## config.mk

```make
export PLATFORM = sky130hd
export DESIGN_NAME = tps_touch_ctrl
export DESIGN_NICKNAME = d
export VERILOG_FILES = /design/src/core/tps_pkg.sv /design/src/core/tps_touch_ctrl.sv
export SDC_FILE = /design/constraint.sdc
export NUM_CORES = 1
export LEC_CHECK = 0
export ABC_AREA = 1
export BUFFER_PORTS_ARGS = -buffer_cell sky130_fd_sc_hd__buf_2
export CAP_MARGIN = 20
export CORE_MARGIN = 2
export CORE_UTILIZATION = 65
export DETAILED_ROUTE_END_ITERATION = 8
export HOLD_SLACK_MARGIN = 0.12
export PLACE_DENSITY_LB_ADDON = 0.05
export SLEW_MARGIN = 20
export SYNTH_ARGS = -nofsm -noshare
export SYNTH_HDL_FRONTEND = slang
export SYNTH_SLANG_ARGS = --single-unit
export TNS_END_PERCENT = 10
```

## constraint.sdc

```tcl
create_clock -name clk_sys -period 20.2 [get_ports clk_sys]
set_input_delay 3.03 -clock clk_sys [delete_from_list [all_inputs] [get_ports clk_sys]]
set_output_delay 3.03 -clock clk_sys [all_outputs]
set_load 0.05 [all_outputs]
```

## src/core/tps_pkg.sv

```systemverilog
// Package for the touch power-state control block: register map,
// field layouts, reset values, state encodings and shared types.
// Assumes a 32-bit APB master and an analog front end outside.
package tps_pkg;

  // ==========================================================
  // Register byte addresses
  localparam logic [11:0] ADDR_CTRL = 12'h000;
  localparam logic [11:0] ADDR_STATE = 12'h004;
  localparam logic [11:0] ADDR_TOUCH = 12'h008;
  localparam logic [11:0] ADDR_INT_STATUS = 12'h00C;
  localparam logic [11:0] ADDR_INT_MASK = 12'h010;
  localparam logic [11:0] ADDR_ACT_EN = 12'h014;
  localparam logic [11:0] ADDR_STB_EN = 12'h018;
  localparam logic [11:0] ADDR_ACT_CFG = 12'h01C;
  localparam logic [11:0] ADDR_STB_CFG = 12'h020;
  localparam logic [11:0] ADDR_STB_THR = 12'h024;
  localparam logic [11:0] ADDR_PATTERN = 12'h028;
  localparam logic [11:0] ADDR_CAL_PEND = 12'h02C;
  localparam logic [11:0] ADDR_THR_BASE = 12'h040;

  // ==========================================================
  // Control bit positions and the pattern interrupt bit
  localparam int CTRL_STANDBY = 0;
  localparam int CTRL_COMBINED = 1;
  localparam int CTRL_DEEP = 2;
  localparam int INT_PATTERN = 8;

  // ==========================================================
  // Reset values
  localparam logic [7:0] RST_ACT_EN = 8'hFF;
  localparam logic [7:0] RST_STB_EN = 8'h00;
  localparam logic [7:0] RST_THR = 8'h40;
  localparam logic [7:0] RST_STB_THR = 8'h40;
  localparam logic [31:0] RST_CFG = 32'h0000_1000;

  // ==========================================================
  // Timing: one cycle-period step, in microseconds
  localparam int CYCLE_UNIT_US = 35000;
  localparam int CLK_MHZ = 50;

  // ==========================================================
  // Encodings
  typedef enum logic [1:0] {
    PS_ACTIVE = 2'b00,
    PS_STANDBY = 2'b01,
    PS_COMBO = 2'b10,
    PS_DEEP = 2'b11
  } tps_pstate_t;

  typedef enum logic [1:0] {
    SQ_IDLE = 2'b00,
    SQ_SCAN = 2'b01,
    SQ_WAIT = 2'b10
  } tps_seq_t;

  // Sensing settings: sens [2:0], avg [6:4], sample [9:8], cycle [13:12], gain [17:16]
  typedef struct packed {
    logic [13:0] rsvd;
    logic [1:0] gain;
    logic [1:0] rsvd2;
    logic [1:0] cycle;
    logic [1:0] rsvd3;
    logic [1:0] sample;
    logic rsvd4;
    logic [2:0] avg;
    logic rsvd5;
    logic [2:0] sens;
  } tps_cfg_t;

  // One measurement request to the front end
  typedef struct packed {
    logic [2:0] chan;
    logic cal;
    logic [2:0] sens;
    logic [2:0] avg;
    logic [1:0] sample;
    logic [1:0] gain;
  } tps_meas_t;

endpackage

```

## src/core/tps_touch_ctrl.sv

```systemverilog
// Touch power-state control: APB registers, power state, scan sequencer,
// touch compare, pattern detect and interrupt.
// Assumes an analog front end that answers each meas_start with meas_done.
// Assumes reset is asynchronous and active high; one clock domain.
//
// Behaviour
// Four power states picked from three control bits.
// A state change clears touches and status of deactivated channels.
// No bits set: Active state, scan Active-enabled inputs only.
// Standby bit: scan Standby inputs, interrupts and bus still work.
// Combined bit: scan Active and Standby inputs, interrupts still work.
// Deep sleep bit: lowest power, no input scanned.
// Bus traffic wakes device in deep sleep without clearing the bit.
// Host leaves deep sleep by writing the deep sleep bit to zero.
// Active uses Active settings and a threshold per channel.
// Standby uses Standby settings and one shared threshold.
// Combo: Active inputs use Active settings; overlap takes Active.
// Combo takes cycle period from standby_cycle_period.
// Combo gain: active_amplification or combined_standby_amplification per input.
// Host may poll status or enable the touch interrupt.
// Selected button set touched together sets pattern bit and interrupt.
// Eight inputs, each enabled and judged with its own settings.
// Outside deep sleep, cycles repeat, polling inputs first to eighth.
// Any newly enabled input is calibrated, including by state change.
// Deep sleep beats combo, combo beats standby.
//
// Added by the designer: the register offsets and the APB register port.
`timescale 1ns/100ps
module tps_touch_ctrl #(
  parameter int NUM_CH = 8,
  parameter int CYCLE_UNIT_CYC = tps_pkg::CYCLE_UNIT_US * tps_pkg::CLK_MHZ
) (
  input wire logic clk_sys,
  input wire logic reset,
  input wire logic psel,
  input wire logic penable,
  input wire logic pwrite,
  input wire logic [11:0] paddr,
  input wire logic [31:0] pwdata,
  output logic [31:0] prdata,
  output logic pready,
  output logic pslverr,
  input wire logic bus_wake,
  output logic core_awake,
  output tps_pkg::tps_pstate_t power_state,
  output logic meas_start,
  output tps_pkg::tps_meas_t meas_req,
  input wire logic meas_done,
  input wire logic [7:0] meas_delta,
  output logic irq
);

  // ==========================================================
  // Registers
  logic [2:0] ctrl_q;
  logic [NUM_CH-1:0] act_en_q;
  logic [NUM_CH-1:0] stb_en_q;
  tps_pkg::tps_cfg_t act_cfg_q;
  tps_pkg::tps_cfg_t stb_cfg_q;
  logic [7:0] stb_thr_q;
  logic [NUM_CH-1:0] pattern_q;
  // Status and mask carry one bit per channel plus the pattern bit
  logic [NUM_CH:0] int_mask_q;
  logic [NUM_CH:0] int_status_q;
  logic [NUM_CH:0] int_status_d;
  logic [7:0] thr_q [NUM_CH];
  logic [NUM_CH-1:0] touch_q;
  logic [NUM_CH-1:0] touch_d;
  logic [NUM_CH-1:0] prev_en_q;
  logic [NUM_CH-1:0] cal_pend_q;
  logic [NUM_CH-1:0] cal_pend_d;
  logic pat_hit_q;
  logic [31:0] prdata_q;
  logic slverr_q;
  tps_pkg::tps_seq_t seq_q;
  tps_pkg::tps_seq_t seq_d;
  logic [3:0] idx_q;
  logic [3:0] idx_d;
  logic [23:0] timer_q;
  logic [23:0] timer_d;
  logic meas_start_q;
  tps_pkg::tps_meas_t meas_req_q;
  tps_pkg::tps_meas_t req_d;

  // ==========================================================
  // Bus decode
  // Writes land in the access cycle; pready is high in that same cycle
  // Threshold block decodes eight words from its base address
  wire setup_ph = psel & ~penable;
  wire wr_en = psel & penable & pwrite;
  wire sel_ctrl = paddr == tps_pkg::ADDR_CTRL;
  wire sel_ists = paddr == tps_pkg::ADDR_INT_STATUS;
  wire sel_imask = paddr == tps_pkg::ADDR_INT_MASK;
  wire sel_act_en = paddr == tps_pkg::ADDR_ACT_EN;
  wire sel_stb_en = paddr == tps_pkg::ADDR_STB_EN;
  wire sel_act_cfg = paddr == tps_pkg::ADDR_ACT_CFG;
  wire sel_stb_cfg = paddr == tps_pkg::ADDR_STB_CFG;
  wire sel_stb_thr = paddr == tps_pkg::ADDR_STB_THR;
  wire sel_pattern = paddr == tps_pkg::ADDR_PATTERN;
  wire sel_thr = paddr[11:5] == tps_pkg::ADDR_THR_BASE[11:5] && paddr[1:0] == 2'b00;
  wire [2:0] thr_idx = paddr[4:2];
  wire [NUM_CH:0] w1c = (wr_en && sel_ists) ? pwdata[NUM_CH:0] : '0;

  // ==========================================================
  // ==========================================================
  // Power state from control bits, deep before combo before standby
  // Priority chain so that any mix of bits still names one state
  tps_pkg::tps_pstate_t pstate;
  assign pstate = ctrl_q[tps_pkg::CTRL_DEEP] ? tps_pkg::PS_DEEP :
                  ctrl_q[tps_pkg::CTRL_COMBINED] ? tps_pkg::PS_COMBO :
                  ctrl_q[tps_pkg::CTRL_STANDBY] ? tps_pkg::PS_STANDBY :
                  tps_pkg::PS_ACTIVE;

  // Inputs scanned in the present state
  // Deactivated and new sets come from last cycle's scan set,
  // so a state change and an enable write are handled alike
  wire [NUM_CH-1:0] scan_en =
    (pstate == tps_pkg::PS_ACTIVE) ? act_en_q :
    (pstate == tps_pkg::PS_STANDBY) ? stb_en_q :
    (pstate == tps_pkg::PS_COMBO) ? (act_en_q | stb_en_q) : '0;
  wire [NUM_CH-1:0] deact = prev_en_q & ~scan_en;
  wire [NUM_CH-1:0] newly = scan_en & ~prev_en_q;

  // Deep sleep wake on addressed bus traffic, bit itself untouched
  // Wake is a level: the core sleeps again as soon as traffic stops
  assign core_awake = (pstate != tps_pkg::PS_DEEP) | bus_wake;
  assign power_state = pstate;

  // ==========================================================
  // Cycle period code: combo uses the standby field
  // Product is sized to the timer; the largest code still fits 24 bits
  wire [1:0] cyc_code = (pstate == tps_pkg::PS_ACTIVE) ? act_cfg_q.cycle :
                        stb_cfg_q.cycle;
  wire [23:0] period = 24'((24'(cyc_code) + 24'h1) * 24'(CYCLE_UNIT_CYC));

  // ==========================================================
  // Next enabled input at or after the scan index
  // Returns NUM_CH when no enabled input is left in this cycle
  function automatic logic [3:0] first_from(input logic [NUM_CH-1:0] m, input logic [3:0] s);
    logic [3:0] r;
    r = 4'(NUM_CH);
    for (int i = NUM_CH - 1; i >= 0; i--) begin
      if (m[i] && 4'(i) >= s) begin
        r = 4'(i);
      end
    end
    return r;
  endfunction

  wire [3:0] next_ch = first_from(scan_en, idx_q);
  wire [2:0] nch = next_ch[2:0];
  wire use_act = (pstate == tps_pkg::PS_ACTIVE) ||
                 (pstate == tps_pkg::PS_COMBO && act_en_q[nch]);
  tps_pkg::tps_cfg_t sel_cfg;
  assign sel_cfg = use_act ? act_cfg_q : stb_cfg_q;

  // ==========================================================
  // Threshold of the channel under measurement
  // Taken from the request register, so a state change mid-wait
  // judges the result with the settings of the new state
  wire [2:0] mch = meas_req_q.chan;
  wire m_act = (pstate == tps_pkg::PS_ACTIVE) ||
               (pstate == tps_pkg::PS_COMBO && act_en_q[mch]);
  wire [7:0] thr_sel = m_act ? thr_q[mch] : stb_thr_q;
  wire meas_ok = (seq_q == tps_pkg::SQ_WAIT) && meas_done && scan_en[mch];
  wire is_touch = meas_delta >= thr_sel;

  // Pattern of buttons touched together
  // An empty pattern never matches, so the feature is off after reset
  wire pat_hit = (pattern_q != '0) && ((touch_q & pattern_q) == pattern_q);

  // ==========================================================
  // Scan sequencer
  // IDLE waits out the period, SCAN picks the next input, WAIT holds
  always_comb begin
    seq_d = seq_q;
    idx_d = idx_q;
    req_d = meas_req_q;
    timer_d = (timer_q == '1) ? timer_q : timer_q + 24'h1;
    unique case (seq_q)
      tps_pkg::SQ_IDLE: begin
        // Start a cycle once the period ran out, or at once if overrun
        if (pstate != tps_pkg::PS_DEEP && timer_q >= period) begin
          seq_d = tps_pkg::SQ_SCAN;
          idx_d = 4'h0;
          timer_d = 24'h0;
        end
      end
      tps_pkg::SQ_SCAN: begin
        if (pstate == tps_pkg::PS_DEEP || next_ch >= 4'(NUM_CH)) begin
          seq_d = tps_pkg::SQ_IDLE;
        end else begin
          seq_d = tps_pkg::SQ_WAIT;
          req_d.chan = nch;
          req_d.cal = cal_pend_q[nch] | newly[nch];
          req_d.sens = sel_cfg.sens;
          req_d.avg = sel_cfg.avg;
          req_d.sample = sel_cfg.sample;
          req_d.gain = sel_cfg.gain;
        end
      end
      tps_pkg::SQ_WAIT: begin
        if (meas_done) begin
          seq_d = tps_pkg::SQ_SCAN;
          idx_d = {1'b0, meas_req_q.chan} + 4'h1;
        end
      end
      default: begin
        seq_d = tps_pkg::SQ_IDLE;
      end
    endcase
  end

  // ==========================================================
  // Touch and calibration bookkeeping
  // A result for a channel no longer scanned is dropped
  // A calibration result clears touch and the pending flag
  always_comb begin
    touch_d = touch_q & ~deact;
    cal_pend_d = (cal_pend_q | newly) & scan_en;
    if (meas_ok) begin
      touch_d[mch] = ~meas_req_q.cal & is_touch;
      if (meas_req_q.cal) begin
        cal_pend_d[mch] = newly[mch];
      end
    end
  end

  // ==========================================================
  // Sticky status: hardware set wins over write-one clear
  // Pattern bit is kept until software clears it; state changes spare it
  wire [NUM_CH:0] ev_set = {pat_hit & ~pat_hit_q, touch_d & ~touch_q};
  assign int_status_d = (int_status_q & ~w1c & {1'b1, ~deact}) | ev_set;

  // ==========================================================
  // Bus answer: read data latched in setup, ready in first access cycle
  // Unmapped addresses read zero and flag pslverr
  logic [31:0] rd_mux;
  logic rd_err;
  always_comb begin
    rd_mux = 32'h0;
    rd_err = 1'b0;
    if (sel_ctrl) begin
      rd_mux = {29'h0, ctrl_q};
    end else if (paddr == tps_pkg::ADDR_STATE) begin
      rd_mux = {29'h0, core_awake, pstate};
    end else if (paddr == tps_pkg::ADDR_TOUCH) begin
      rd_mux = 32'(touch_q);
    end else if (sel_ists) begin
      rd_mux = 32'(int_status_q);
    end else if (sel_imask) begin
      rd_mux = 32'(int_mask_q);
    end else if (sel_act_en) begin
      rd_mux = 32'(act_en_q);
    end else if (sel_stb_en) begin
      rd_mux = 32'(stb_en_q);
    end else if (sel_act_cfg) begin
      rd_mux = act_cfg_q;
    end else if (sel_stb_cfg) begin
      rd_mux = stb_cfg_q;
    end else if (sel_stb_thr) begin
      rd_mux = {24'h0, stb_thr_q};
    end else if (sel_pattern) begin
      rd_mux = 32'(pattern_q);
    end else if (paddr == tps_pkg::ADDR_CAL_PEND) begin
      rd_mux = 32'(cal_pend_q);
    end else if (sel_thr) begin
      rd_mux = {24'h0, thr_q[thr_idx]};
    end else begin
      rd_err = 1'b1;
    end
  end

  assign pready = psel & penable;
  assign pslverr = psel & penable & slverr_q;
  assign prdata = prdata_q;
  assign meas_start = meas_start_q;
  assign meas_req = meas_req_q;
  assign irq = |(int_status_q & int_mask_q);

  // Answer registers
  // Captured in setup so read data stands through the access phase
  always_ff @(posedge clk_sys or posedge reset) begin
    if (reset) begin
      prdata_q <= 32'h0;
      slverr_q <= 1'b0;
    end else if (setup_ph) begin
      prdata_q <= pwrite ? 32'h0 : rd_mux;
      slverr_q <= rd_err;
    end
  end

  // ==========================================================
  // Software-written control, deep sleep left only by a host write
  // Reserved control bits are dropped; cfg words keep all 32 bits
  always_ff @(posedge clk_sys or posedge reset) begin
    if (reset) begin
      ctrl_q <= 3'h0;
      int_mask_q <= '0;
      act_en_q <= tps_pkg::RST_ACT_EN;
      stb_en_q <= tps_pkg::RST_STB_EN;
      act_cfg_q <= tps_pkg::RST_CFG;
      stb_cfg_q <= tps_pkg::RST_CFG;
      stb_thr_q <= tps_pkg::RST_STB_THR;
      pattern_q <= '0;
    end else if (wr_en) begin
      if (sel_ctrl) ctrl_q <= pwdata[2:0];
      if (sel_imask) int_mask_q <= pwdata[NUM_CH:0];
      if (sel_act_en) act_en_q <= pwdata[NUM_CH-1:0];
      if (sel_stb_en) stb_en_q <= pwdata[NUM_CH-1:0];
      if (sel_act_cfg) act_cfg_q <= pwdata;
      if (sel_stb_cfg) stb_cfg_q <= pwdata;
      if (sel_stb_thr) stb_thr_q <= pwdata[7:0];
      if (sel_pattern) pattern_q <= pwdata[NUM_CH-1:0];
    end
  end

  // ==========================================================
  // Per-channel thresholds
  // One register per channel, picked by word index within the block
  for (genvar g = 0; g < NUM_CH; g++) begin : g_thr
    always_ff @(posedge clk_sys or posedge reset) begin
      if (reset) begin
        thr_q[g] <= tps_pkg::RST_THR;
      end else if (wr_en && sel_thr && thr_idx == 3'(g)) begin
        thr_q[g] <= pwdata[7:0];
      end
    end
  end

  // ==========================================================
  // Sequencer and measurement state
  // Timer starts saturated so the first cycle begins right after reset
  always_ff @(posedge clk_sys or posedge reset) begin
    if (reset) begin
      seq_q <= tps_pkg::SQ_IDLE;
      idx_q <= 4'h0;
      timer_q <= '1;
      meas_req_q <= '0;
      meas_start_q <= 1'b0;
    end else begin
      seq_q <= seq_d;
      idx_q <= idx_d;
      timer_q <= timer_d;
      meas_req_q <= req_d;
      meas_start_q <= (seq_q == tps_pkg::SQ_SCAN) && (seq_d == tps_pkg::SQ_WAIT);
    end
  end

  // ==========================================================
  // Touch, status and calibration state
  // prev_en_q starts empty, so every input enabled at reset calibrates
  always_ff @(posedge clk_sys or posedge reset) begin
    if (reset) begin
      touch_q <= '0;
      int_status_q <= '0;
      prev_en_q <= '0;
      cal_pend_q <= '0;
      pat_hit_q <= 1'b0;
    end else begin
      touch_q <= touch_d;
      int_status_q <= int_status_d;
      prev_en_q <= scan_en;
      cal_pend_q <= cal_pend_d;
      pat_hit_q <= pat_hit;
    end
  end

endmodule

```

==> run summary, run 1 <==
Utilization after layout = 73.91%
Total Power = 1.204 mW
CTS Buf Count = 31
Worst-Margin Slew = 1.133 ns
Remaining antenna violation count after routing = 0
Vias in the first global route = 13.48k
GRT Total Usage = 38.80%
Initial antenna violation count = 0
Max-slew headroom = 24.30%
Final Skew = 0.01566 ns
Starting density of the core = 65.88%
YS warnings = 0
Clk slew on worst S/H paths = 0.06 ns
Endpoints failing setup = 0
DIE WIDTH = 155.0 µm
Worst VDD drop = 0.07376 mV
Residual DRC = 0
Power density cells = 72.37 nW/µm²
DIE HEIGHT = 155.0 µm
DP HPWL = 31,730 µm
Crit path max fanout = 2
Async SR Flop Fraction = 100.0%
Number of library cell types mapped by synthesis = 59
Arrival @ worst endpoint = 3.68 ns
Hold Crit Class = reg -> reg
Total gr overflow = 0
Post-synthesis to final-layout area growth = 12.19%
Antenna Diode Count = 0
Clk Latency, worst-skew pair = 0.57 ns
Core area = 22,500 µm²
Leak = 7.931 nW
Final wirelength = 46,340 µm
Max-Cap Viols = 0
Via/cell ratio = 6.255
Post-synth top area share = 40.68%
CP required = 17.17 ns
Synth Instances = 1,843
Clock root buffer = clkbuf_16
Placement-stage cell area = 15,540 µm²
Nets = 2,028
RSZ-0062 raised after global routing = no
Final hold vios = 0
Crit-path max cell delay = 0.31 ns
Mean Syn Cell Area = 8.044 µm²
Endpoint type of the worst setup path = primary output
Clock buffer depth = 3
# resized after CTS = 0
Largest net degree at the start of global routing = 131
CTS HTree Levels = 1
Fmax = 149.0 MHz
Fin. max-slew vios = 0
Setup TNS = 0 ns
Cts-stage hold buffer count = 0
Setup ws final = 13.49 ns
I/O Buffers = 111
Largest cells by area after synthesis = dfrtp_1 41%, nand2_1 12%, o21ai_0 8.2%
First DRT Iteration DRCs = 1,505
Total number of vias = 14.01k
Placer's final routability congestion estimate = 1.018
Mapped cell area = 14,830 µm²
Die area = 24,030 µm²
CTS Sinks = 284
Setup crit start kind = primary input
Tcrit/Tclk final = 33.23%
Layout cell share with drive strength beyond 1 = 14.43%
Sequential element share of the synthesized area = 48.30%
Buf/Inv on CP = 2
Num rows = 55
EDFF count, synth = 0
Setup Buffers After CTS = 0
Post-synth top area cell = dfrtp_1
I/O Pins = 112
CP top delay family = buffers and inverters
Worst path cell trace = buf_2 -> or2_2 -> buf_2
CP max stage cell = or2_2
Minimum clock period = 6.712 ns
Crit path top cell by count = buf_2
Worst slack at placement = 13.49 ns
Status = completed
Design Area, Final = 16,630 µm²
Synthesized Nets = 1,940
Pre-antenna DRT Iters = 8
First-pass GRT wire length = 72,900 µm
WL per Instance = 20.70 µm
#FFs+latches synth = 284
Crit path kind = in -> out
Main synth FF type = dfrtp_1
CTS tree = built
[cell usage in the layout, fill, tap and decap left out, types with 43 or more instances in the layout]
cell type and count:
buf_2 111, nand3_1 97, a21oi_1 65, o22ai_1 79
o21ai_0 242, dfstp_2 43, nor2_1 94, dfrtp_1 241
nand2_1 458, inv_1 177
[logic make-up (layout without fill, tap and decap cells)]
kind of cell    Yosys count  count (layout)  synth area share (%)
xor+xnor                 11              11                0.6498
mux                       7               7                0.4726
buf+inv                 266             377                 6.920
compound gates          482             482                 18.52
fa+ha+maj                38              38                 3.207
simple gates            755             755                 21.93
flops                   284             284                 48.30
[path summary, 6_finish.rpt]
kind / from / to / slack, ns / cells past startpoint
worst max-delay path: bus_wake / core_awake / 13.49 / 3
worst min-delay path: pat_hit_q$_DFF_PP0_ / int_status_q[8]$_DFF_PP0_ / 0.44 / 1
worst max register to register: mch[0]$_DFFE_PP0P_ / int_status_q[0]$_DFF_PP0_ / 15.37 / 22
worst min register to register: pat_hit_q$_DFF_PP0_ / int_status_q[8]$_DFF_PP0_ / 0.44 / 1
max in group asynchronous: reset / stb_thr_q[2]$_DFFE_PP0P_ / 16.03 / 3
min in group asynchronous: reset / meas_req[10]$_DFFE_PP0P_ / 2.68 / 2
[worst reg2reg max path: cells and delay by family (launching register included)]
| kind | cells | cell delay, ns |
|---|---|---|
| AOI/OAI and AO/OA | 11 | 1.84 |
| buffers and inverters | 4 | 1.16 |
| and+or+nand+nor | 6 | 0.90 |
| DFF | 1 | 0.50 |
| adders and majority gates | 1 | 0.28 |
[report_power, final]
part           internal [mW]  total [mW]  leakage [nW]  switching [mW]
sequential             0.570       0.571          3.80        0.000626
clock                  0.355       0.585         0.525           0.231
combinational         0.0109      0.0475          3.61          0.0366
[registers in the layout, summed over array words and instances, names as in the netlist]
signal,flops
timer_q,24
pattern_q,8
cal_pend_q,8
ctrl_q,3
touch_q,8
prev_en_q,8
meas_req,11
act_en_q,8
pat_hit_q,1
slverr_q,1
thr_q,64
idx_q,4
mch,3
meas_start,1
stb_cfg_q,32
int_status_q,9
stb_thr_q,8
stb_en_q,8
prdata,32
seq_q,2
int_mask_q,9
act_cfg_q,32
[per-stage QoR]
stage               hold WS [ns]  cells
floorplan                 0.4056   1843
global placement          0.4160   2181
detailed placement        0.4198   2182
CTS                       0.4275   2238
global route              0.4556   2239
finish                    0.4394   2239
[layer usage]
layer / part of all wire (%) / vias to the layer above / global-route usage (%) / routed length [µm]
li1: - / 6402 / - / -
met1: 40 / 6656 / 51.16 / 18320
met2: 47 / 796 / 62.92 / 21710
met3: 8.7 / 151 / 7.214 / 4028
met4: 4.9 / 0 / 17.90 / 2284
met5: 0 / - / 0 / 0
[layout make-up]
class	count	area [µm²]
clock buffer	47	935.9
clock inverter	9	122.6
fill	1777	5871
inverter	203	769.5
multi-input combinational	1293	6651
sequential	284	7161
tap	285	356.6
timing repair buffer	118	635.6
[cells in the mapped netlist (6+ instances only)]
cell      instances
nand2_1         459
o21ai_0         242
dfrtp_1         241
inv_1           178
nand3_1          97
nor2_1           94
o22ai_1          79
a21oi_1          65
clkbuf_1         49
dfstp_2          43
ha_1             38
nor3_1           33
o21ai_1          27
inv_2            20
nand4_1          14
nand2_2          13
o211ai_1         12
buf_2            10
or2_2            10
mux2i_1           7
nor2_2            7
nor4_1            7
o41ai_1           7
xor2_1            7
a31oi_1           6
o221ai_1          6
(Power assumes the default switching activity.)
==> inputs of run 2 (changes only) <==
Settings changed: ABC_AREA 1 to 0, CORE_UTILIZATION 65 to 61.
Clock period 20.2 ns to 6.2 ns, I/O delays scaled along.
==> run 2 against run 1 <==
Sequential share of layout area fell by 0.82 points. Clock power rose to 3.2 times the previous value. First-iteration DRC count fell by 16%. Clock skew fell by 0.0044 ns. Synthesized area rose by 1.7%. Sequential power rose to 3.3 times the previous value. Design area rose by 1.9%. Global-route usage fell by 6.1 points. Critical endpoint is now touch_q[3]$_DFF_PP0_. Largest cell class is now multi-input combinational cells. Highest routed layer unchanged.
==> run summary, run 2 <==
Max-Cap Viols = 0
Psw = 878.5 µW
Number of library cell types mapped by synthesis = 76
Crit path top cell by count = o21ai_0
Internal power = 3.009 mW
Most common cell in the netlist = dfrtp_1
Via/cell ratio = 6.563
Final hold vios = 0
Main synth FF type = dfrtp_1
Core area = 24,320 µm²
DP HPWL = 29,490 µm
Max FFs per register = 64
Post-synthesis to final-layout area growth = 12.46%
Remaining antenna violation count after routing = 0
First DRT Iteration DRCs = 1,270
First-pass GRT wire length = 66,510 µm
Synth Instances = 1,406
Largest net degree at the start of global routing = 181
Endpoints failing setup = 0
CP max stage cell = dfrtp_1
DIE WIDTH = 161.2 µm
Status = completed
Part of the power in the clock network = 47.7%
Worst path cell trace = nand3b_1 -> buf_4 -> o22ai_1 -> a221oi_1 -> o21ai_0 -> o21a_1 -> nand3_1 -> o21ai_0 -> ha_1 -> nand2b_1 -> a21o_1 -> a21oi_1 -> nor2b_1 -> o21ai_0 -> a21oi_1 -> o31ai_4 -> o21ai_0
Sw Share = 22.60%
Arrival @ worst endpoint = 4.64 ns
I/O Buffers = 111
Cts-stage hold buffer count = 0
Final Skew = 0.01123 ns
CTS tree = built
Setup Buffers After CTS = 0
#FFs+latches synth = 284
Num rows = 57
YS warnings = 0
CTS HTree Levels = 1
Fmax = 235.7 MHz
Largest cells by area after synthesis = dfrtp_1 40%, mux2_2 12%, dfstp_2 7.5%
Layout cell share with drive strength beyond 1 = 28.14%
Hold Crit Class = in -> async
# resized after CTS = 0
Crit path kind = reg -> reg
Setup crit start kind = flop
GRT Total Usage = 32.70%
Total gr overflow = 0
Setup TNS = 0 ns
Mean Syn Cell Area = 10.72 µm²
DIE HEIGHT = 161.2 µm
Die area = 25,990 µm²
Mapped cell area = 15,080 µm²
Starting density of the core = 62.00%
Residual DRC = 0
I/O Pins = 112
RSZ-0062 raised after global routing = no
Reg2reg setup slack = 1.96 ns
Tcrit/Tclk final = 68.43%
Clock buffer depth = 3
Leak = 7.936 nW
Clk slew on worst S/H paths = 0.07 ns
Post-synth top area share = 40.00%
WL per Instance = 23.28 µm
Fin. max-slew vios = 0
Vias in the first global route = 11.70k
Fill count = 1,824
Worst-Margin Slew = 1.032 ns
Initial antenna violation count = 0
Minimum clock period = 4.243 ns
Crit path max fanout = 18
Synthesized Nets = 1,503
Placer's final routability congestion estimate = 0.9640
Post-synth top area cell = dfrtp_1
Power density cells = 229.3 nW/µm²
Clk Latency, worst-skew pair = 0.56 ns
Top reg by flops = thr_q
Crit-path max cell delay = 0.65 ns
CTS Sinks = 284
Async SR Flop Fraction = 100.0%
Reg power frac = 48.2%
EDFF count, synth = 0
Nets = 1,580
Final wirelength = 42,640 µm
Most common cell after layout, fill and taps aside = dfrtp_1
Utilization after layout = 69.72%
Max-slew headroom = 30.92%
Total number of vias = 12.02k
Clock root buffer = clkbuf_16
Endpoint type of the worst setup path = flop
CP required = 6.60 ns
CTS Buf Count = 30
Gate power share = 4.1%
Most frequent cells in the layout = 241 x dfrtp_1, 162 x mux2_2, 132 x nand2_1
Sequential element share of the synthesized area = 47.49%
Commonest cells post-synth = 241 x dfrtp_1, 162 x mux2_2, 132 x nand2_1, 92 x nor2_1, 86 x o21ai_0
Pre-antenna DRT Iters = 6
Worst VDD drop = 0.2712 mV
run 2: final cells by class:
cell class	instances	area (µm²)	area share [%]
antenna	1	2.502	0.01476
clock buffer	45	918.4	5.417
clock inverter	11	116.4	0.6863
inverter	51	195.2	1.151
multi-input combinational	987	7453	43.96
sequential	284	7161	42.23
tap	324	405.4	2.391
timing repair buffer	129	703.2	4.147
run 2: logic make-up after synthesis:
| kind of cell | synth area share [%] |
|---|---|
| adders and majority gates | 3.154 |
| and+or+nand+nor | 10.85 |
| DFF | 47.49 |
| muxes | 18.09 |
| buffers and inverters | 3.444 |
| xor gates and xnor gates | 1.394 |
| AOI/OAI and AO/OA | 15.57 |
run 2: critical path: cells and delay by family, from the launching register on:
kind / cells / cell delay, ns
AOI/OAI and AO/OA: 11 / 2.35
and+or+nand+nor: 4 / 0.55
adders and majority gates: 1 / 0.28
DFF: 1 / 0.65
buffers and inverters: 1 / 0.24
run 2: stage by stage:
step	setup slack [ns]	instances	power (mW)	area, µm²	hold WS (ns)
final	1.957	1832	3.887	16960	0.4609
after global routing	1.668	1831	3.993	16950	0.5012
after CTS	1.658	1831	3.904	16940	0.4672
after detailed placement	1.738	1775	2.066	15900	0.4652
after global placement	1.930	1775	2.064	15890	0.4564
after floorplan	1.542	1406	1.995	15080	0.4422
run 2: routing by layer:
| layer | up-vias | global-route usage (%) | part of all wire (%) |
|---|---|---|---|
| met1 | 6019 | 46.98 | 43 |
| li1 | 5361 | - | - |
| met5 | - | 0 | 0 |
| met2 | 538 | 51.25 | 45 |
| met3 | 106 | 5.239 | 8.1 |
| met4 | 0 | 10.96 | 3.6 |
run 2: power groups by stage:
stage	Sequential (mW)	Clock (mW)	Combinational, mW
6_report	1.87	1.85	0.160
5_1_grt	1.87	1.94	0.176
4_1_cts	1.87	1.87	0.160
3_5_place_dp	1.91	0	0.159
3_3_place_gp	1.91	0	0.157
2_1_floorplan	1.90	0	0.0942
run 2: final timing paths:
path | from | end | depth (start not counted)
worst min-delay path | reset | meas_req[10]$_DFFE_PP0P_ | 2
max in group asynchronous | reset | touch_q[0]$_DFF_PP0_ | 3
worst min register to register | prdata[31]$_DFFE_PP0P_ | prdata[31]$_DFFE_PP0P_ | 2
worst max register to register | mch[0]$_DFFE_PP0P_ | touch_q[3]$_DFF_PP0_ | 17
min in group clk_sys | prdata[31]$_DFFE_PP0P_ | prdata[31]$_DFFE_PP0P_ | 2
worst max-delay path | mch[0]$_DFFE_PP0P_ | touch_q[3]$_DFF_PP0_ | 17
==> inputs of run 3 (changes only) <==
Clock period 6.2 ns to 4.1 ns, I/O delays scaled along.
==> run 3 against run 2 <==
Sequential share of layout area shrank 0.54 points. Critical endpoint is now timer_q[7]$_DFF_PP1_. Hold slack lost 0.18 ns. Sequential power is 51% higher. Design area rose by 1.3%.
==> run summary, run 3 (synthesis results as in run 2) <==
Clk slew on worst S/H paths = 0.06 ns
Crit path max fanout = 24
Clock root buffer = clkbuf_16
Top reg by flops = thr_q
Setup crit start kind = flop
Nets = 1,609
First DRT Iteration DRCs = 1,324
Endpoints failing setup = 0
Endpoint type of the worst setup path = flop
Most frequent cells in the layout = 241 x dfrtp_1, 162 x mux2_2, 132 x nand2_1
DIE HEIGHT = 161.2 µm
Largest net degree at the start of global routing = 130
Setup ws final = 0.4532 ns
Layout cell share with drive strength beyond 1 = 29.23%
GRT Total Usage = 33.62%
Total Power = 5.997 mW
Max-Cap Viols = 0
# resized after CTS = 0
CP required = 4.57 ns
Vias in the first global route = 11.80k
Max layer used = met4
Via/cell ratio = 6.486
Core area = 24,320 µm²
DP HPWL = 30,180 µm
Final wirelength = 43,370 µm
R2R Path End = timer_q[7]$_DFF_PP1_
Fmax = 274.2 MHz
Status = completed
I/O Buffers = 111
Clk Latency, worst-skew pair = 0.56 ns
Remaining antenna violation count after routing = 0
Clock buffer depth = 3
Leak = 8.099 nW
Final hold vios = 0
Die area = 25,990 µm²
FF-to-FF Start = ctrl_q[1]$_DFFE_PP0P_
Worst slack at placement = 0.4732 ns
CTS Sinks = 284
Arrival @ worst endpoint = 4.12 ns
M1 WL = 18,750 µm
Reg2reg setup slack = 0.45 ns
Setup Buffers After CTS = 0
CTS Buf Count = 31
Num rows = 57
CTS HTree Levels = 1
Starting density of the core = 62.00%
Placer's final routability congestion estimate = 0.9666
Hold Crit Class = in -> async
Tcrit/Tclk final = 88.95%
Residual DRC = 0
Max FFs per register = 64
Power density cells = 349.1 nW/µm²
Antenna Diode Count = 0
RSZ-0062 raised after global routing = no
CTS tree = built
Total number of vias = 12.06k
Fill count = 1,825
Routed wl met2 = 19,990 µm
Fin cells = 1,860
First-pass GRT wire length = 68,190 µm
Setup crit end = timer_q[7]$_DFF_PP1_
Minimum clock period = 3.647 ns
Max-slew headroom = 39.89%
I/O Pins = 112
Initial antenna violation count = 0
WL per Instance = 23.32 µm
Reg2Reg Depth = 15
Fin. max-slew vios = 0
Final Skew = 0.01620 ns
Critical Path Source = ctrl_q[1]$_DFFE_PP0P_
DIE WIDTH = 161.2 µm
Total gr overflow = 0
Most common cell after layout, fill and taps aside = dfrtp_1
Worst VDD drop = 0.3562 mV
Crit path kind = reg -> reg
Worst-Margin Slew = 0.9000 ns
Post-synthesis to final-layout area growth = 13.93%
Routed wl met3 = 3363 µm
Placed Cells = 1,803
Pre-antenna DRT Iters = 5
Cts-stage hold buffer count = 0
run 3: how the worst min path moves through the flow:
stage / start / to / slack [ns] / cells after the start
2_1_floorplan: slverr_q$_DFFE_PP0P_ / slverr_q$_DFFE_PP0P_ / 0.44 / 1
3_3_place_gp: prdata[15]$_DFFE_PP0P_ / prdata[15]$_DFFE_PP0P_ / 0.46 / 2
3_5_place_dp: slverr_q$_DFFE_PP0P_ / slverr_q$_DFFE_PP0P_ / 0.46 / 1
4_1_cts: pwdata[19] / stb_cfg_q[19]$_DFFE_PP0P_ / 0.29 / 2
5_1_grt: pwdata[29] / act_cfg_q[29]$_DFFE_PP0P_ / 0.31 / 2
6_report: reset / prev_en_q[0]$_DFF_PP0_ / 0.28 / 3
run 3: final cells by class:
class,instances,area [µm²],area share [%]
Clock buffer,44,894.6,5.208
Sequential cell,284,7161,41.69
Tap cell,324,405.4,2.360
Multi-Input combinational cell,987,7425,43.23
Clock inverter,13,170.2,0.9907
Inverter,51,195.2,1.136
Timing Repair Buffer,157,925.9,5.390
run 3: worst max-delay path: stages (launching register included):
cell and delay, ns:
dfrtp_1 0.46, or3_1 0.45, buf_4 0.21, nand2_1 0.09, nand2_1 0.14, inv_1 0.18
ha_1 0.17, inv_1 0.05, ha_1 0.29, a211o_1 0.30, or4_1 0.41, o221ai_1 0.17
o21a_1 0.19, nor2_1 0.05, buf_4 0.22, nor2_1 0.16
run 3: routing by layer:
metal | vias up | track usage [%]
met5 | - | 0
li1 | 5410 | -
met1 | 6027 | 48.79
met2 | 531 | 53.30
met4 | 0 | 9.010
met3 | 96 | 5.367
run 3: metrics by stage:
step,area (µm²),TNS (ns),utilization [%],hold WS (ns)
finish,17180,0,70.63,0.2833
global route,17180,0,70.63,0.3079
CTS,17180,0,70.63,0.2950
detailed placement,16110,0,66.25,0.4635
global placement,16110,0,66.25,0.4564
floorplan,15080,-59.90,-,0.4422
run 3: where the power goes:
| part | internal [mW] | total (mW) | switching, mW |
|---|---|---|---|
| registers | 2.82 | 2.83 | 0.0148 |
| clock network | 1.76 | 2.92 | 1.16 |
| logic | 0.0699 | 0.247 | 0.177 |
| total | 4.65 | 6.00 | 1.35 |
